$ cat src/verilog/atx_pkg.sv
// shared constants and types of the audio frame transmitter
package atx_pkg;

	// ------------------------------------------------------------
	// register map (word index; byte address is four times it)
	// ------------------------------------------------------------
	localparam int          ADDR_W   = 18;
	localparam logic [15:0] DATA_IDX = 16'hffdd;
	localparam logic [15:0] CTRL_IDX = 16'hffde;
	localparam logic [15:0] STAT_IDX = 16'hffdf;
	localparam logic [15:0] VEC_IDX  = 16'hffdc;

	localparam logic [23:0] CTRL_WMASK = 24'h00fc1f;
	localparam int          STAT_EMPTY_BIT    = 0;
	localparam int          STAT_UNDERRUN_BIT = 2;
	localparam int          STAT_BLOCK_BIT    = 3;
	localparam int          STAT_BUSY_BIT     = 4;

	localparam logic [1:0] RESP_OKAY   = 2'h0;
	localparam logic [1:0] RESP_SLVERR = 2'h2;

	// ------------------------------------------------------------
	// interrupt vectors
	// ------------------------------------------------------------
	localparam logic [15:0] VEC_UNDERRUN = 16'h0050;
	localparam logic [15:0] VEC_BLOCK    = 16'h0052;
	localparam logic [15:0] VEC_EMPTY    = 16'h0056;

	// ------------------------------------------------------------
	// frame timing: 64 slots per sub-frame, 128 per frame
	// ------------------------------------------------------------
	localparam logic [6:0] SLOT_LAST  = 7'h7f;
	localparam logic [5:0] PRE_SLOTS  = 6'h08;
	localparam logic [5:0] PAR_SLOT   = 6'h3e;
	localparam logic [7:0] FRAME_LAST = 8'hbf;
	localparam logic [7:0] PRE_X      = 8'he2;
	localparam logic [7:0] PRE_Y      = 8'he4;
	localparam logic [7:0] PRE_Z      = 8'he8;

	// clock source select and slot dividers (last count value)
	localparam logic [1:0] CS_CORE        = 2'h0;
	localparam logic [1:0] CS_EXT_256     = 2'h1;
	localparam logic [1:0] CS_EXT_384     = 2'h2;
	localparam logic [2:0] MCLK_SLOT_LAST = 3'h7;
	localparam logic [2:0] EXT256_LAST    = 3'h1;
	localparam logic [2:0] EXT384_LAST    = 3'h2;
	localparam logic [2:0] EXT512_LAST    = 3'h3;

	// ------------------------------------------------------------
	// types
	// ------------------------------------------------------------
	typedef enum logic {ATX_IDLE, ATX_SEND} atx_run_t;

	typedef struct packed {
		logic [7:0] rsv_hi;
		logic       cb;
		logic       ub;
		logic       vb;
		logic       ca;
		logic       ua;
		logic       va;
		logic [4:0] rsv_mid;
		logic [1:0] cs;
		logic       stp;
		logic       irq_en;
		logic       en;
	} atx_ctrl_t;

	typedef struct packed {
		atx_run_t    run;
		logic [6:0]  slot;
		logic [7:0]  frame;
		logic        line_n;
		logic        ref_lvl;
		logic [26:0] shreg;
		logic        par;
		logic [23:0] chan_a_audio_word;
		logic [23:0] chan_b_audio_word;
		logic [23:0] chan_b_audio_hold;
		logic [2:0]  chan_b_nonaudio_hold;
		logic        wr_sel_b;
		logic        data_empty_flag;
		logic        underrun_flag;
		logic        block_done_flag;
		atx_ctrl_t   ctrl;
		logic        aw_got;
		logic [15:0] aw_idx;
		logic        w_got;
		logic [31:0] wdata;
		logic [3:0]  wstrb;
		logic        bvalid;
		logic [1:0]  bresp;
		logic        rvalid;
		logic [31:0] rdata;
		logic [1:0]  rresp;
	} atx_tx_state_t;

	typedef struct packed {
		logic       sync1;
		logic       sync2;
		logic       sync3;
		logic [2:0] cnt;
		logic       tick;
	} atx_tim_state_t;

endpackage

$ cat src/verilog/atx_slot_timer.sv
// time-slot tick generator for the audio frame transmitter
`timescale 1ns/10ps
module atx_slot_timer (
	// clock and reset
	input  wire logic       mclk,
	input  wire logic       nrst,
	// control
	input  wire logic       run,
	input  wire logic [1:0] clock_source_select,
	// external oversampled clock pin
	input  wire logic       external_audio_clock_in,
	// one pulse per time slot
	output logic            slot_tick
);

	atx_pkg::atx_tim_state_t st;
	atx_pkg::atx_tim_state_t nx;
	logic                    step;
	logic [2:0]              last;

	function automatic logic [2:0] slot_last(input logic [1:0] cs);
		case (cs)
			atx_pkg::CS_CORE:    slot_last = atx_pkg::MCLK_SLOT_LAST;
			atx_pkg::CS_EXT_256: slot_last = atx_pkg::EXT256_LAST;
			atx_pkg::CS_EXT_384: slot_last = atx_pkg::EXT384_LAST;
			default:             slot_last = atx_pkg::EXT512_LAST;
		endcase
	endfunction

	// ------------------------------------------------------------
	// master counts core cycles, slave counts pin edges
	// ------------------------------------------------------------
	// edge detect looks at the second and third stages only
	assign step = (clock_source_select == atx_pkg::CS_CORE) ? 1'b1 :
		(st.sync2 & ~st.sync3);
	assign last = slot_last(clock_source_select);

	always_comb
	begin
		nx       = st;
		nx.sync1 = external_audio_clock_in;
		nx.sync2 = st.sync1;
		nx.sync3 = st.sync2;
		nx.tick  = 1'b0;
		if (!run)
			nx.cnt = 3'h0;
		else if (step)
		begin
			if (st.cnt == last)
			begin
				nx.cnt  = 3'h0;
				nx.tick = 1'b1;
			end
			else
				nx.cnt = st.cnt + 3'h1;
		end
	end

	always_ff @(posedge mclk)
	begin
		if (!nrst)
			st <= '0;
		else
			st <= nx;
	end

	assign slot_tick = st.tick;

endmodule

$ cat src/verilog/atx_transmitter.sv
// audio frame transmitter: register slave, framing and biphase encoder
//
// Register access over AXI4-Lite and the address map were decided locally.
`timescale 1ns/10ps

module atx_transmitter (
	// clock and reset
	input  wire logic                        mclk,
	input  wire logic                        nrst,
	// axi4-lite write address
	input  wire logic [atx_pkg::ADDR_W-1:0]  awaddr,
	input  wire logic [2:0]                  awprot,
	input  wire logic                        awvalid,
	output logic                             awready,
	// axi4-lite write data
	input  wire logic [31:0]                 wdata,
	input  wire logic [3:0]                  wstrb,
	input  wire logic                        wvalid,
	output logic                             wready,
	// axi4-lite write response
	output logic [1:0]                       bresp,
	output logic                             bvalid,
	input  wire logic                        bready,
	// axi4-lite read address
	input  wire logic [atx_pkg::ADDR_W-1:0]  araddr,
	input  wire logic [2:0]                  arprot,
	input  wire logic                        arvalid,
	output logic                             arready,
	// axi4-lite read data
	output logic [31:0]                      rdata,
	output logic [1:0]                       rresp,
	output logic                             rvalid,
	input  wire logic                        rready,
	// audio link
	input  wire logic                        external_audio_clock_in,
	output logic                             serial_audio_out,
	// interrupt request to the core
	output logic                             irq_req,
	output logic [15:0]                      irq_vector
);

	atx_pkg::atx_tx_state_t st;
	atx_pkg::atx_tx_state_t nx;
	logic                   tick;
	logic                   starting;
	logic                   boundary;
	logic                   halt_now;
	logic                   stop_edge;
	logic                   upload;
	logic                   advance;
	logic                   do_wr;
	logic                   wr_b;
	logic                   cell_edge;
	logic [6:0]             ns;
	logic [5:0]             sub;
	logic [7:0]             frame_nx;
	logic [15:0]            ar_idx;
	logic [23:0]            ctrl_merged;
	logic                   timer_run;

	// byte-lane merge for the 24-bit control register
	function automatic logic [23:0] merge24(input logic [23:0] old,
		input logic [23:0] val, input logic [2:0] strb);
		logic [23:0] res;
		res = old;
		for (int i = 0; i < 3; i++)
		begin
			if (strb[i])
				res[i*8 +: 8] = val[i*8 +: 8];
		end
		return res;
	endfunction

	// ------------------------------------------------------------
	// slot timing
	// ------------------------------------------------------------
	atx_slot_timer u_timer (
		.mclk                    (mclk),
		.nrst                    (nrst),
		.run                     (timer_run),
		.clock_source_select     (st.ctrl.cs),
		.external_audio_clock_in (external_audio_clock_in),
		.slot_tick               (tick)
	);

	// ------------------------------------------------------------
	// sequencing terms
	// ------------------------------------------------------------
	assign starting  = (st.run == atx_pkg::ATX_IDLE) && st.ctrl.en && tick;
	assign boundary  = (st.run == atx_pkg::ATX_SEND) && tick &&
		(st.slot == atx_pkg::SLOT_LAST);
	assign halt_now  = !st.ctrl.en && !st.ctrl.stp;
	assign stop_edge = boundary && !st.ctrl.en;
	assign upload    = starting || (boundary && st.ctrl.en);
	assign advance   = !halt_now && !stop_edge &&
		(starting || ((st.run == atx_pkg::ATX_SEND) && tick));
	assign ns        = starting ? 7'h00 : st.slot + 7'h01;
	assign sub       = ns[5:0];
	assign frame_nx  = (starting || st.frame == atx_pkg::FRAME_LAST) ?
		8'h00 : st.frame + 8'h01;
	assign cell_edge = advance && (sub >= atx_pkg::PRE_SLOTS) && !sub[0];
	// a frame that stops at its boundary still needs its slot ticks
	assign timer_run = st.ctrl.en ||
		(st.run == atx_pkg::ATX_SEND);

	// ------------------------------------------------------------
	// bus terms
	// ------------------------------------------------------------
	assign awready     = !st.aw_got;
	assign wready      = !st.w_got;
	assign arready     = !st.rvalid;
	assign do_wr       = st.aw_got && st.w_got && !st.bvalid;
	assign wr_b        = do_wr && (st.aw_idx == atx_pkg::DATA_IDX) &&
		st.wr_sel_b;
	assign ar_idx      = araddr[17:2];
	assign ctrl_merged = merge24(st.ctrl, st.wdata[23:0], st.wstrb[2:0]) &
		atx_pkg::CTRL_WMASK;

	always_comb
	begin
		logic [7:0] pat;
		logic       lvl;
		logic       refv;
		logic       dbit;
		pat  = 8'h00;
		lvl  = 1'b1;
		refv = 1'b1;
		dbit = 1'b0;
		nx   = st;

		// write channels are taken in either order
		if (awvalid && !st.aw_got)
		begin
			nx.aw_got = 1'b1;
			nx.aw_idx = awaddr[17:2];
		end
		if (wvalid && !st.w_got)
		begin
			nx.w_got = 1'b1;
			nx.wdata = wdata;
			nx.wstrb = wstrb;
		end
		if (st.bvalid && bready)
			nx.bvalid = 1'b0;
		if (do_wr)
		begin
			nx.aw_got = 1'b0;
			nx.w_got  = 1'b0;
			nx.bvalid = 1'b1;
			nx.bresp  = atx_pkg::RESP_OKAY;
			case (st.aw_idx)
				atx_pkg::CTRL_IDX:
					nx.ctrl = atx_pkg::atx_ctrl_t'(ctrl_merged);
				atx_pkg::STAT_IDX:
				begin
					if (st.wdata[atx_pkg::STAT_UNDERRUN_BIT])
						nx.underrun_flag = 1'b0;
					if (st.wdata[atx_pkg::STAT_BLOCK_BIT])
						nx.block_done_flag = 1'b0;
				end
				atx_pkg::DATA_IDX:
				begin
					if (!st.wr_sel_b)
					begin
						nx.chan_a_audio_word = st.wdata[23:0];
						nx.wr_sel_b          = 1'b1;
					end
					else
					begin
						nx.chan_b_audio_word = st.wdata[23:0];
						nx.wr_sel_b          = 1'b0;
						nx.data_empty_flag   = 1'b0;
					end
				end
				atx_pkg::VEC_IDX:
					nx.bresp = atx_pkg::RESP_OKAY;
				default:
					nx.bresp = atx_pkg::RESP_SLVERR;
			endcase
		end

		// read channel: data answer one cycle after the address
		if (st.rvalid && rready)
			nx.rvalid = 1'b0;
		if (arvalid && !st.rvalid)
		begin
			nx.rvalid = 1'b1;
			nx.rdata  = 32'h00000000;
			nx.rresp  = atx_pkg::RESP_OKAY;
			case (ar_idx)
				atx_pkg::CTRL_IDX:
					nx.rdata = {8'h00, st.ctrl};
				atx_pkg::STAT_IDX:
				begin
					nx.rdata[atx_pkg::STAT_EMPTY_BIT]    = st.data_empty_flag;
					nx.rdata[atx_pkg::STAT_UNDERRUN_BIT] = st.underrun_flag;
					nx.rdata[atx_pkg::STAT_BLOCK_BIT]    = st.block_done_flag;
					nx.rdata[atx_pkg::STAT_BUSY_BIT]     =
						(st.run == atx_pkg::ATX_SEND);
				end
				atx_pkg::VEC_IDX:
					nx.rdata = {16'h0000, irq_vector};
				atx_pkg::DATA_IDX:
					nx.rdata = 32'h00000000;
				default:
					nx.rresp = atx_pkg::RESP_SLVERR;
			endcase
		end

		// frame engine; placed last so hardware sets beat software clears
		if (halt_now || stop_edge)
		begin
			nx.run    = atx_pkg::ATX_IDLE;
			nx.slot   = 7'h00;
			nx.frame  = 8'h00;
			nx.line_n = 1'b0;
		end
		else if (advance)
		begin
			nx.run  = atx_pkg::ATX_SEND;
			nx.slot = ns;
			if (upload)
			begin
				nx.chan_b_audio_hold    = st.chan_b_audio_word;
				nx.chan_b_nonaudio_hold = {st.ctrl.cb, st.ctrl.ub, st.ctrl.vb};
				if (st.data_empty_flag)
					nx.underrun_flag = 1'b1;
				nx.data_empty_flag = 1'b1;
				nx.wr_sel_b        = 1'b0;
				nx.frame           = frame_nx;
				if (!starting && st.frame == atx_pkg::FRAME_LAST)
					nx.block_done_flag = 1'b1;
			end
			if (sub < atx_pkg::PRE_SLOTS)
			begin
				// preambles break the cell rule on purpose
				if (sub == 6'h00)
				begin
					refv       = ~st.line_n;
					nx.ref_lvl = refv;
					nx.par     = 1'b0;
					if (ns[6])
						nx.shreg = {st.chan_b_nonaudio_hold,
							st.chan_b_audio_hold};
					else
						nx.shreg = {st.ctrl.ca, st.ctrl.ua, st.ctrl.va,
							st.chan_a_audio_word};
				end
				else
					refv = st.ref_lvl;
				if (ns[6])
					pat = atx_pkg::PRE_Y;
				else if (nx.frame == 8'h00)
					pat = atx_pkg::PRE_Z;
				else
					pat = atx_pkg::PRE_X;
				lvl = pat[~sub[2:0]] ^ refv;
			end
			else if (sub < atx_pkg::PAR_SLOT)
			begin
				dbit = st.shreg[0];
				if (!sub[0])
					lvl = st.line_n;
				else
				begin
					lvl      = ~st.line_n ^ dbit;
					nx.shreg = {1'b0, st.shreg[26:1]};
					nx.par   = st.par ^ dbit;
				end
			end
			else if (!sub[0])
				lvl = st.line_n;
			else
				lvl = ~st.line_n ^ st.par;
			nx.line_n = ~lvl;
		end
	end

	always_ff @(posedge mclk)
	begin
		if (!nrst)
			st <= '0;
		else
			st <= nx;
	end

	// ------------------------------------------------------------
	// outputs
	// ------------------------------------------------------------
	assign serial_audio_out = ~st.line_n;
	assign bvalid           = st.bvalid;
	assign bresp            = st.bresp;
	assign rvalid           = st.rvalid;
	assign rdata            = st.rdata;
	assign rresp            = st.rresp;
	assign irq_req = st.data_empty_flag && st.ctrl.irq_en;

	always_comb
	begin
		if (!irq_req)
			irq_vector = 16'h0000;
		else if (st.underrun_flag)
			irq_vector = atx_pkg::VEC_UNDERRUN;
		else if (st.block_done_flag)
			irq_vector = atx_pkg::VEC_BLOCK;
		else
			irq_vector = atx_pkg::VEC_EMPTY;
	end

	// ------------------------------------------------------------
	// checks
	// ------------------------------------------------------------
	property p_idle_high;
		@(posedge mclk) disable iff (!nrst)
		(st.run == atx_pkg::ATX_IDLE) |-> serial_audio_out;
	endproperty
	a_idle_high: assert property (p_idle_high)
		else $error("line not high while idle");

	property p_upload_empty;
		@(posedge mclk) disable iff (!nrst)
		upload |=> st.data_empty_flag && !st.wr_sel_b;
	endproperty
	a_upload_empty: assert property (p_upload_empty)
		else $error("upload did not set empty flag");

	property p_underrun;
		@(posedge mclk) disable iff (!nrst)
		(upload && st.data_empty_flag) |=> st.underrun_flag;
	endproperty
	a_underrun: assert property (p_underrun)
		else $error("missed underrun");

	property p_b_write;
		@(posedge mclk) disable iff (!nrst)
		(wr_b && !upload) |=> !st.data_empty_flag;
	endproperty
	a_b_write: assert property (p_b_write)
		else $error("channel b write left empty flag set");

	property p_stop_now;
		@(posedge mclk) disable iff (!nrst)
		(!st.ctrl.en && !st.ctrl.stp) |=> st.run == atx_pkg::ATX_IDLE;
	endproperty
	a_stop_now: assert property (p_stop_now)
		else $error("immediate stop not taken");

	property p_priority;
		@(posedge mclk) disable iff (!nrst)
		(irq_req && st.underrun_flag) |-> irq_vector == 16'h0050;
	endproperty
	a_priority: assert property (p_priority)
		else $error("underrun vector not chosen first");

	property p_irq_gate;
		@(posedge mclk) disable iff (!nrst)
		upload |=> irq_req || !st.ctrl.irq_en;
	endproperty
	a_irq_gate: assert property (p_irq_gate)
		else $error("no request after upload");

	property p_cell_edge;
		@(posedge mclk) disable iff (!nrst)
		cell_edge |=> serial_audio_out != $past(serial_audio_out);
	endproperty
	a_cell_edge: assert property (p_cell_edge)
		else $error("no transition at cell start");

	property p_shift_done;
		@(posedge mclk) disable iff (!nrst)
		(st.run == atx_pkg::ATX_SEND && st.slot[5:0] == 6'h3e) |->
			st.shreg == 27'h0000000;
	endproperty
	a_shift_done: assert property (p_shift_done)
		else $error("shifter not drained at parity slot");

	property p_block;
		@(posedge mclk) disable iff (!nrst)
		(boundary && upload && st.frame == 8'hbf) |=>
			st.block_done_flag && st.frame == 8'h00;
	endproperty
	a_block: assert property (p_block)
		else $error("block end not flagged");

endmodule

$ cat config.mk
export PLATFORM = sky130hd
export DESIGN_NAME = atx_transmitter
export DESIGN_NICKNAME = d
export VERILOG_FILES = /design/src/verilog/atx_pkg.sv /design/src/verilog/atx_slot_timer.sv /design/src/verilog/atx_transmitter.sv
export SDC_FILE = /design/constraint.sdc
export NUM_CORES = 1
export LEC_CHECK = 0
export ABC_AREA = 0
export BUFFER_PORTS_ARGS = -buffer_cell sky130_fd_sc_hd__clkbuf_2
export CORE_ASPECT_RATIO = 0.7
export CORE_MARGIN = 3
export CORE_UTILIZATION = 36
export CTS_CLUSTER_DIAMETER = 200
export DETAILED_ROUTE_END_ITERATION = 6
export GPL_ROUTABILITY_DRIVEN = 0
export MAX_ROUTING_LAYER = met4
export PLACE_DENSITY_LB_ADDON = 0.2
export SYNTH_ARGS = -nofsm -noshare
export SYNTH_HDL_FRONTEND = slang
export SYNTH_SLANG_ARGS = --single-unit
$ cat constraint.sdc
create_clock -name mclk -period 3.1 [get_ports mclk]
set_input_delay 0.31 -clock mclk [delete_from_list [all_inputs] [get_ports mclk]]
set_output_delay 0.31 -clock mclk [all_outputs]
set_load 0.005 [all_outputs]
Word level (Yosys, flattened, before mapping)
Cells that the tools add are included.
- shifts and indexed selects: 0
- mux-type cells: 60
- bitwise operators: 13
- magnitude comparators: 3
- $mul: 0
- add/subtract/negate cells: 3
- reduce and logical (&&, ||, !) cells: 52
- equality and inequality tests: 14
- divide/modulo/power cells: 0
- operators by type and width (kind ; count):
    $eq 16x16->1 const B ; 8
    $mux 28 ; 4
    $mux 8 ; 8
    $mux 35 ; 1
    $mux 29 ; 1
    $mux 27 ; 1
    $pmux 11 s2 ; 1
    $mux 1 ; 21
    $mux 4 ; 5
    $logic_and 1x1->1 ; 18
    $pmux 3 s3 ; 2
    $reduce_and 3->1 ; 6
    $mux 17 ; 1
    $mux 16 ; 1
    $mux 7 ; 2
    $mux 3 ; 4
    $logic_not 1->1 ; 9
    $add 8x1->8 const B ; 1
    $eq 8x8->1 const B ; 1
    $logic_not 8->1 ; 1
    $mux 2 ; 4
    $reduce_bool 2->1 ; 4
    $reduce_or 4->1 ; 2
    $add 7x1->7 const B ; 1
    24 further kinds ; 38
- memories: 0
- bits in read-only memories: 0
- RAM bits: 0
- bits in registers: 225
- input bits: 86
- output and inout port bits: 59
- word-level logic and storage cells: 185
- latch bits: 0

Logic depth before layout (Yosys ltp)
- depth after elaboration: 21
- gate-level depth with buffers: 12
- gate-level depth less buffers: 9

Hierarchy
Synthesis repeated with hierarchy kept, for this count alone.
- cells, all modules: 1104
- area, all modules: 9492.9 sq um
- modules (own cells, without submodules) (module ; seq. area each (sq um) ; cells each ; instances ; area each (sq um)):
    atx_transmitter ; 3923.8 ; 1073 ; 1 ; 9186.3
    atx_slot_timer ; 140.1 ; 31 ; 1 ; 306.5

Worst setup path before layout
Ideal clock, no wire load.
- path kind: register -> register
- start point: register st[225] in the netlist's numbering
- end point: register st[224] in the netlist's numbering
- arrival: 2.503 ns
- clock period less this slack: 2.631 ns
- cell stages (with the launch flop): 10
- required time: 2.972 ns
- slack: 0.469 ns
- path buffers: 0
- setup time: 0.128 ns
- path through: dfxtp_1 -> ha_1 -> nand3_2 -> or4b_4 -> a31oi_4 -> o2111ai_2 -> or4_4 -> a21oi_2 -> o21ai_0 -> nor3b_2
- cells in the longest elaborated chain, start to end: 19
- elaborated cells between the ends (all ways): 20
- classes of those cells: add/sub: 1; eq/ne: 1; mux: 14; bitwise: 2; reduce/logical: 2
- ends and longest elaborated chain (what ; line ; text):
    start, declared ; atx_transmitter.sv:42 ; atx_pkg::atx_tx_state_t st;
    start signal, assigned ; atx_transmitter.sv:284 ; st <= nx;
    parallel branches: the longest is 3 deep, another holds $add 8x1->8 ; - ;
    $mux 8 (*) ; atx_transmitter.sv:222 ; if (upload)
    $mux 8 (*) ; atx_transmitter.sv:218 ; else if (advance)
    $mux 8 (*) ; atx_transmitter.sv:211 ; if (halt_now || stop_edge)
    $logic_not 8->1 (*) ; atx_transmitter.sv:253 ; else if (nx.frame == 8'h00)
    $mux 4 (*) ; atx_transmitter.sv:253 ;
    $mux 4 (*) ; atx_transmitter.sv:251 ; if (ns[6])
    $mux 8 (*) ; atx_transmitter.sv:234 ; if (sub < atx_pkg::PRE_SLOTS)
    $mux 8 (*) ; atx_transmitter.sv:218 ;
    $mux 8 (*) ; atx_transmitter.sv:211 ;
    $bmux 1 s3 (*) ; atx_transmitter.sv:257 ; lvl = pat[~sub[2:0]] ^ refv;
    $mux 1 (implied by the code) (*) ; atx_transmitter.sv:257 ;
    $xor 1x1->1 (*) ; atx_transmitter.sv:257 ;
    $mux 1 (*) ; atx_transmitter.sv:234 ;
    $mux 1 (*) ; atx_transmitter.sv:218 ;
    $mux 1 (*) ; atx_transmitter.sv:211 ;
    $not 1->1 (*) ; atx_transmitter.sv:275 ; nx.line_n = ~lvl;
Every way passes the cells marked *. The select of a mux whose other input is x is not followed.
A chain may end at the register's enable or synchronous reset.

Final worst setup path
Same ends and word-level chain as after synthesis.

==> flow_summary.ini <==
[timing]
report.final.hold_viol_count = 0
clock.fmax_mhz = 355
finalCritPeriodShare_pct = 90.9
slew_viol_final = 0
fin_crit_ns = 2.82
finalSetupViolCount = 0
maxSlewHeadroom_pct = 29.5
rsz0062_at_grt = no
tightest_slew_ns = 1.05
fin_tns_setup_ns = 0
fin_skew_ns = 0.0277

[drt]
drt_iter0_markers = 496
m1WireLength_microns = 11800
post_drt_via_cell_ratio = 4.83
drtAntennaViolNets = 0
wl_met2_microns = 9020
vias = 7333
met3_length_microns = 1050
firstDrtPassIters = 4
wl_microns = 22100
drc = 0
wl_per_cell_microns = 14.6
highest_layer = met4

[placement]
portBuffers = 90
dp_hpwl_microns = 14700
dp.cells = 1476

[floorplan]
num_rows = 48
die_w_microns = 198
start_util_pct = 37.0
die_area_sq_mm = 0.0277
die_h_microns = 140
io_pins = 145
core_sq_mm = 0.0250

[final_layout]
nets = 1267
drive_gt1_share_pct = 14.6
diodes = 0
area_growth_pct = 14.4
stdcell_count = 1518
fillCellCount = 2583

[clock_network]
cts-root-buf = clkbuf_16
clkSlewWorstSetupHoldPaths_ns = 0.06
cts_resized = 0
ctsHoldBuffers = 3
tritoncts = built
postCtsSetupBuffers = 0
cts_max_level = 1
worst_skew_pair.late_latency_ns = 0.52
clock_path_buffers = 3
clkSinkCount = 203
numCtsBuffers = 22

[global_route]
overflow = 0
grt_pass1_vias = 7013
antenna_found_initial = 0
grt_usage_pct = 16.5
grt_pass1_wl_microns = 36900
grt_start_max_net_pins = 69

[yosys]
synthCells = 1123
ys_ff_latch = 203
synth_ff_type = dfxtp_1
async_flop_share_pct = 0
synth_warnings = 0
synth_area_per_cell_sq_um = 8.24
ys_seq_area_share_pct = 43.9
synth_enable_flop_cells = 0
synthesis.area_sq_mm = 0.00925
yosysUniqueCellTypes = 61

[setup_path]
worstPathMaxFanout = 7
critPathCaptureType = register
cp-startpoint = st[225]
critPathRequiredTime_ns = 3.48
cp-start-kind = register
crit_type = register to register
critPathArrivalTime_ns = 3.20
worstReg2RegStart = st[225]

[run_status]
status = complete, no violations

[min_path]
hold_path_class = input port to register
hp-start = awaddr[5]

[job]
maxCapViolations = 0

[power_and_ir_drop]
total_leakage_power_nw = 4.15
ir_worst_vdd_uv = 339
power_density_mw_per_mm2 = 519
-- through the flow --
| stage | area (sq um) | setup slack [ns] | hold slack [ns] | utilization [%] | total power, mW |
|---|---|---|---|---|---|
| 3_3_place_gp | 9820 | 0.309 | 0.430 | 39.3 | 2.95 |
| 3_5_place_dp | 9820 | 0.297 | 0.436 | 39.3 | 2.95 |
| 5_1_grt | 10600 | 0.105 | 0.0201 | 42.4 | 5.71 |
| 4_1_cts | 10600 | 0.283 | 0.000373 | 42.4 | 5.57 |
| 6_report | 10600 | 0.281 | 0.0211 | 42.4 | 5.50 |
| 2_1_floorplan | 9370 | 0.469 | 0.412 | - | 2.89 |
-- final timing paths --
check | endpoint | slack, ns | cells after the start
setup / recovery | st[224] | 0.28 | 9
hold / removal | st[78] | 0.02 | 3
hold reg to reg | u_timer.nx[4] | 0.44 | 1
setup reg to reg | st[224] | 0.28 | 9
-- report_power, final --
part	switching [mW]	total, mW	internal, mW
clock network	1.08	2.60	1.52
logic	0.114	0.208	0.0944
registers	0.0401	2.69	2.65
-- synth_stat cells, types with 16 or more instances --
| master | instances | share of area (%) |
|---|---|---|
| nand2_1 | 280 | 11 |
| dfxtp_1 | 203 | 44 |
| a21boi_0 | 108 | 8.8 |
| nor2_1 | 67 | 2.7 |
| clkbuf_1 | 59 | 2.4 |
| nor2b_1 | 57 | 3.9 |
| a21oi_1 | 53 | 2.9 |
| buf_4 | 51 | 4.1 |
| mux2i_1 | 41 | 4.4 |
| a211oi_1 | 32 | 2.6 |
| o21ai_0 | 16 | 0.87 |
-- worst max-delay path: stages, from the launching register on --
cell,delay (ns)
dfxtp_1,0.43
ha_1,0.24
nand3_2,0.14
or4b_4,0.59
a31oi_4,0.22
o2111ai_2,0.15
or4_4,0.53
a21oi_2,0.16
o21ai_0,0.09
nor3b_2,0.16
-- area by class of cell --
type                       instances  area, sq um  area share [%]
multi-input combinational        822         4640            43.8
sequential                       203         4060            38.4
timing repair buffer             119          703            6.64
clock buffer                      32          678            6.41
tap                              325          407            3.84
clock inverter                     7         60.1           0.567
inverter                          10         37.5           0.355
-- flip-flops by register name, indices dropped and copies added (netlist names) --
name,cells
u_timer.nx,2
rresp,1
rdata,12
rvalid,1
u_timer.slot_tick,1
st,180
bvalid,1
bresp,1
u_timer.st,4
-- layout by cell type, fill, tap and decap left out, types with 9 or more instances in the layout --
cell,Yosys,layout
a21boi_0,108,108
buf_4,51,25
a21boi_1,12,12
mux2i_1,41,41
clkbuf_8,0,9
nand2_1,280,280
clkbuf_16,0,22
conb_1,1,34
a22oi_1,11,11
nor2b_1,57,56
o21ai_0,16,16
a21oi_1,53,53
nand3_1,12,12
nor3_1,12,12
nor2_1,67,67
dfxtp_1,203,203
a211oi_1,32,32
clkbuf_2,0,89
inv_1,10,10
-- routing by layer --
layer	up-vias	global-route usage (%)
li1	3848	-
met1	3301	25.0
met2	160	23.4
met3	24	2.50
met4	0	2.98
met5	-	-
-- cell families after synthesis --
kind of cell    Yosys count  synth area share (%)
mux                      44                  4.80
simple gates            477                  23.3
xor+xnor                  8                 0.758
fa+ha+maj                 3                 0.406
other cells               1                0.0405
compound gates          256                  19.2
buf+inv                 131                  7.66
flops                   203                  43.9
Power figures use the tool's default switching activity.
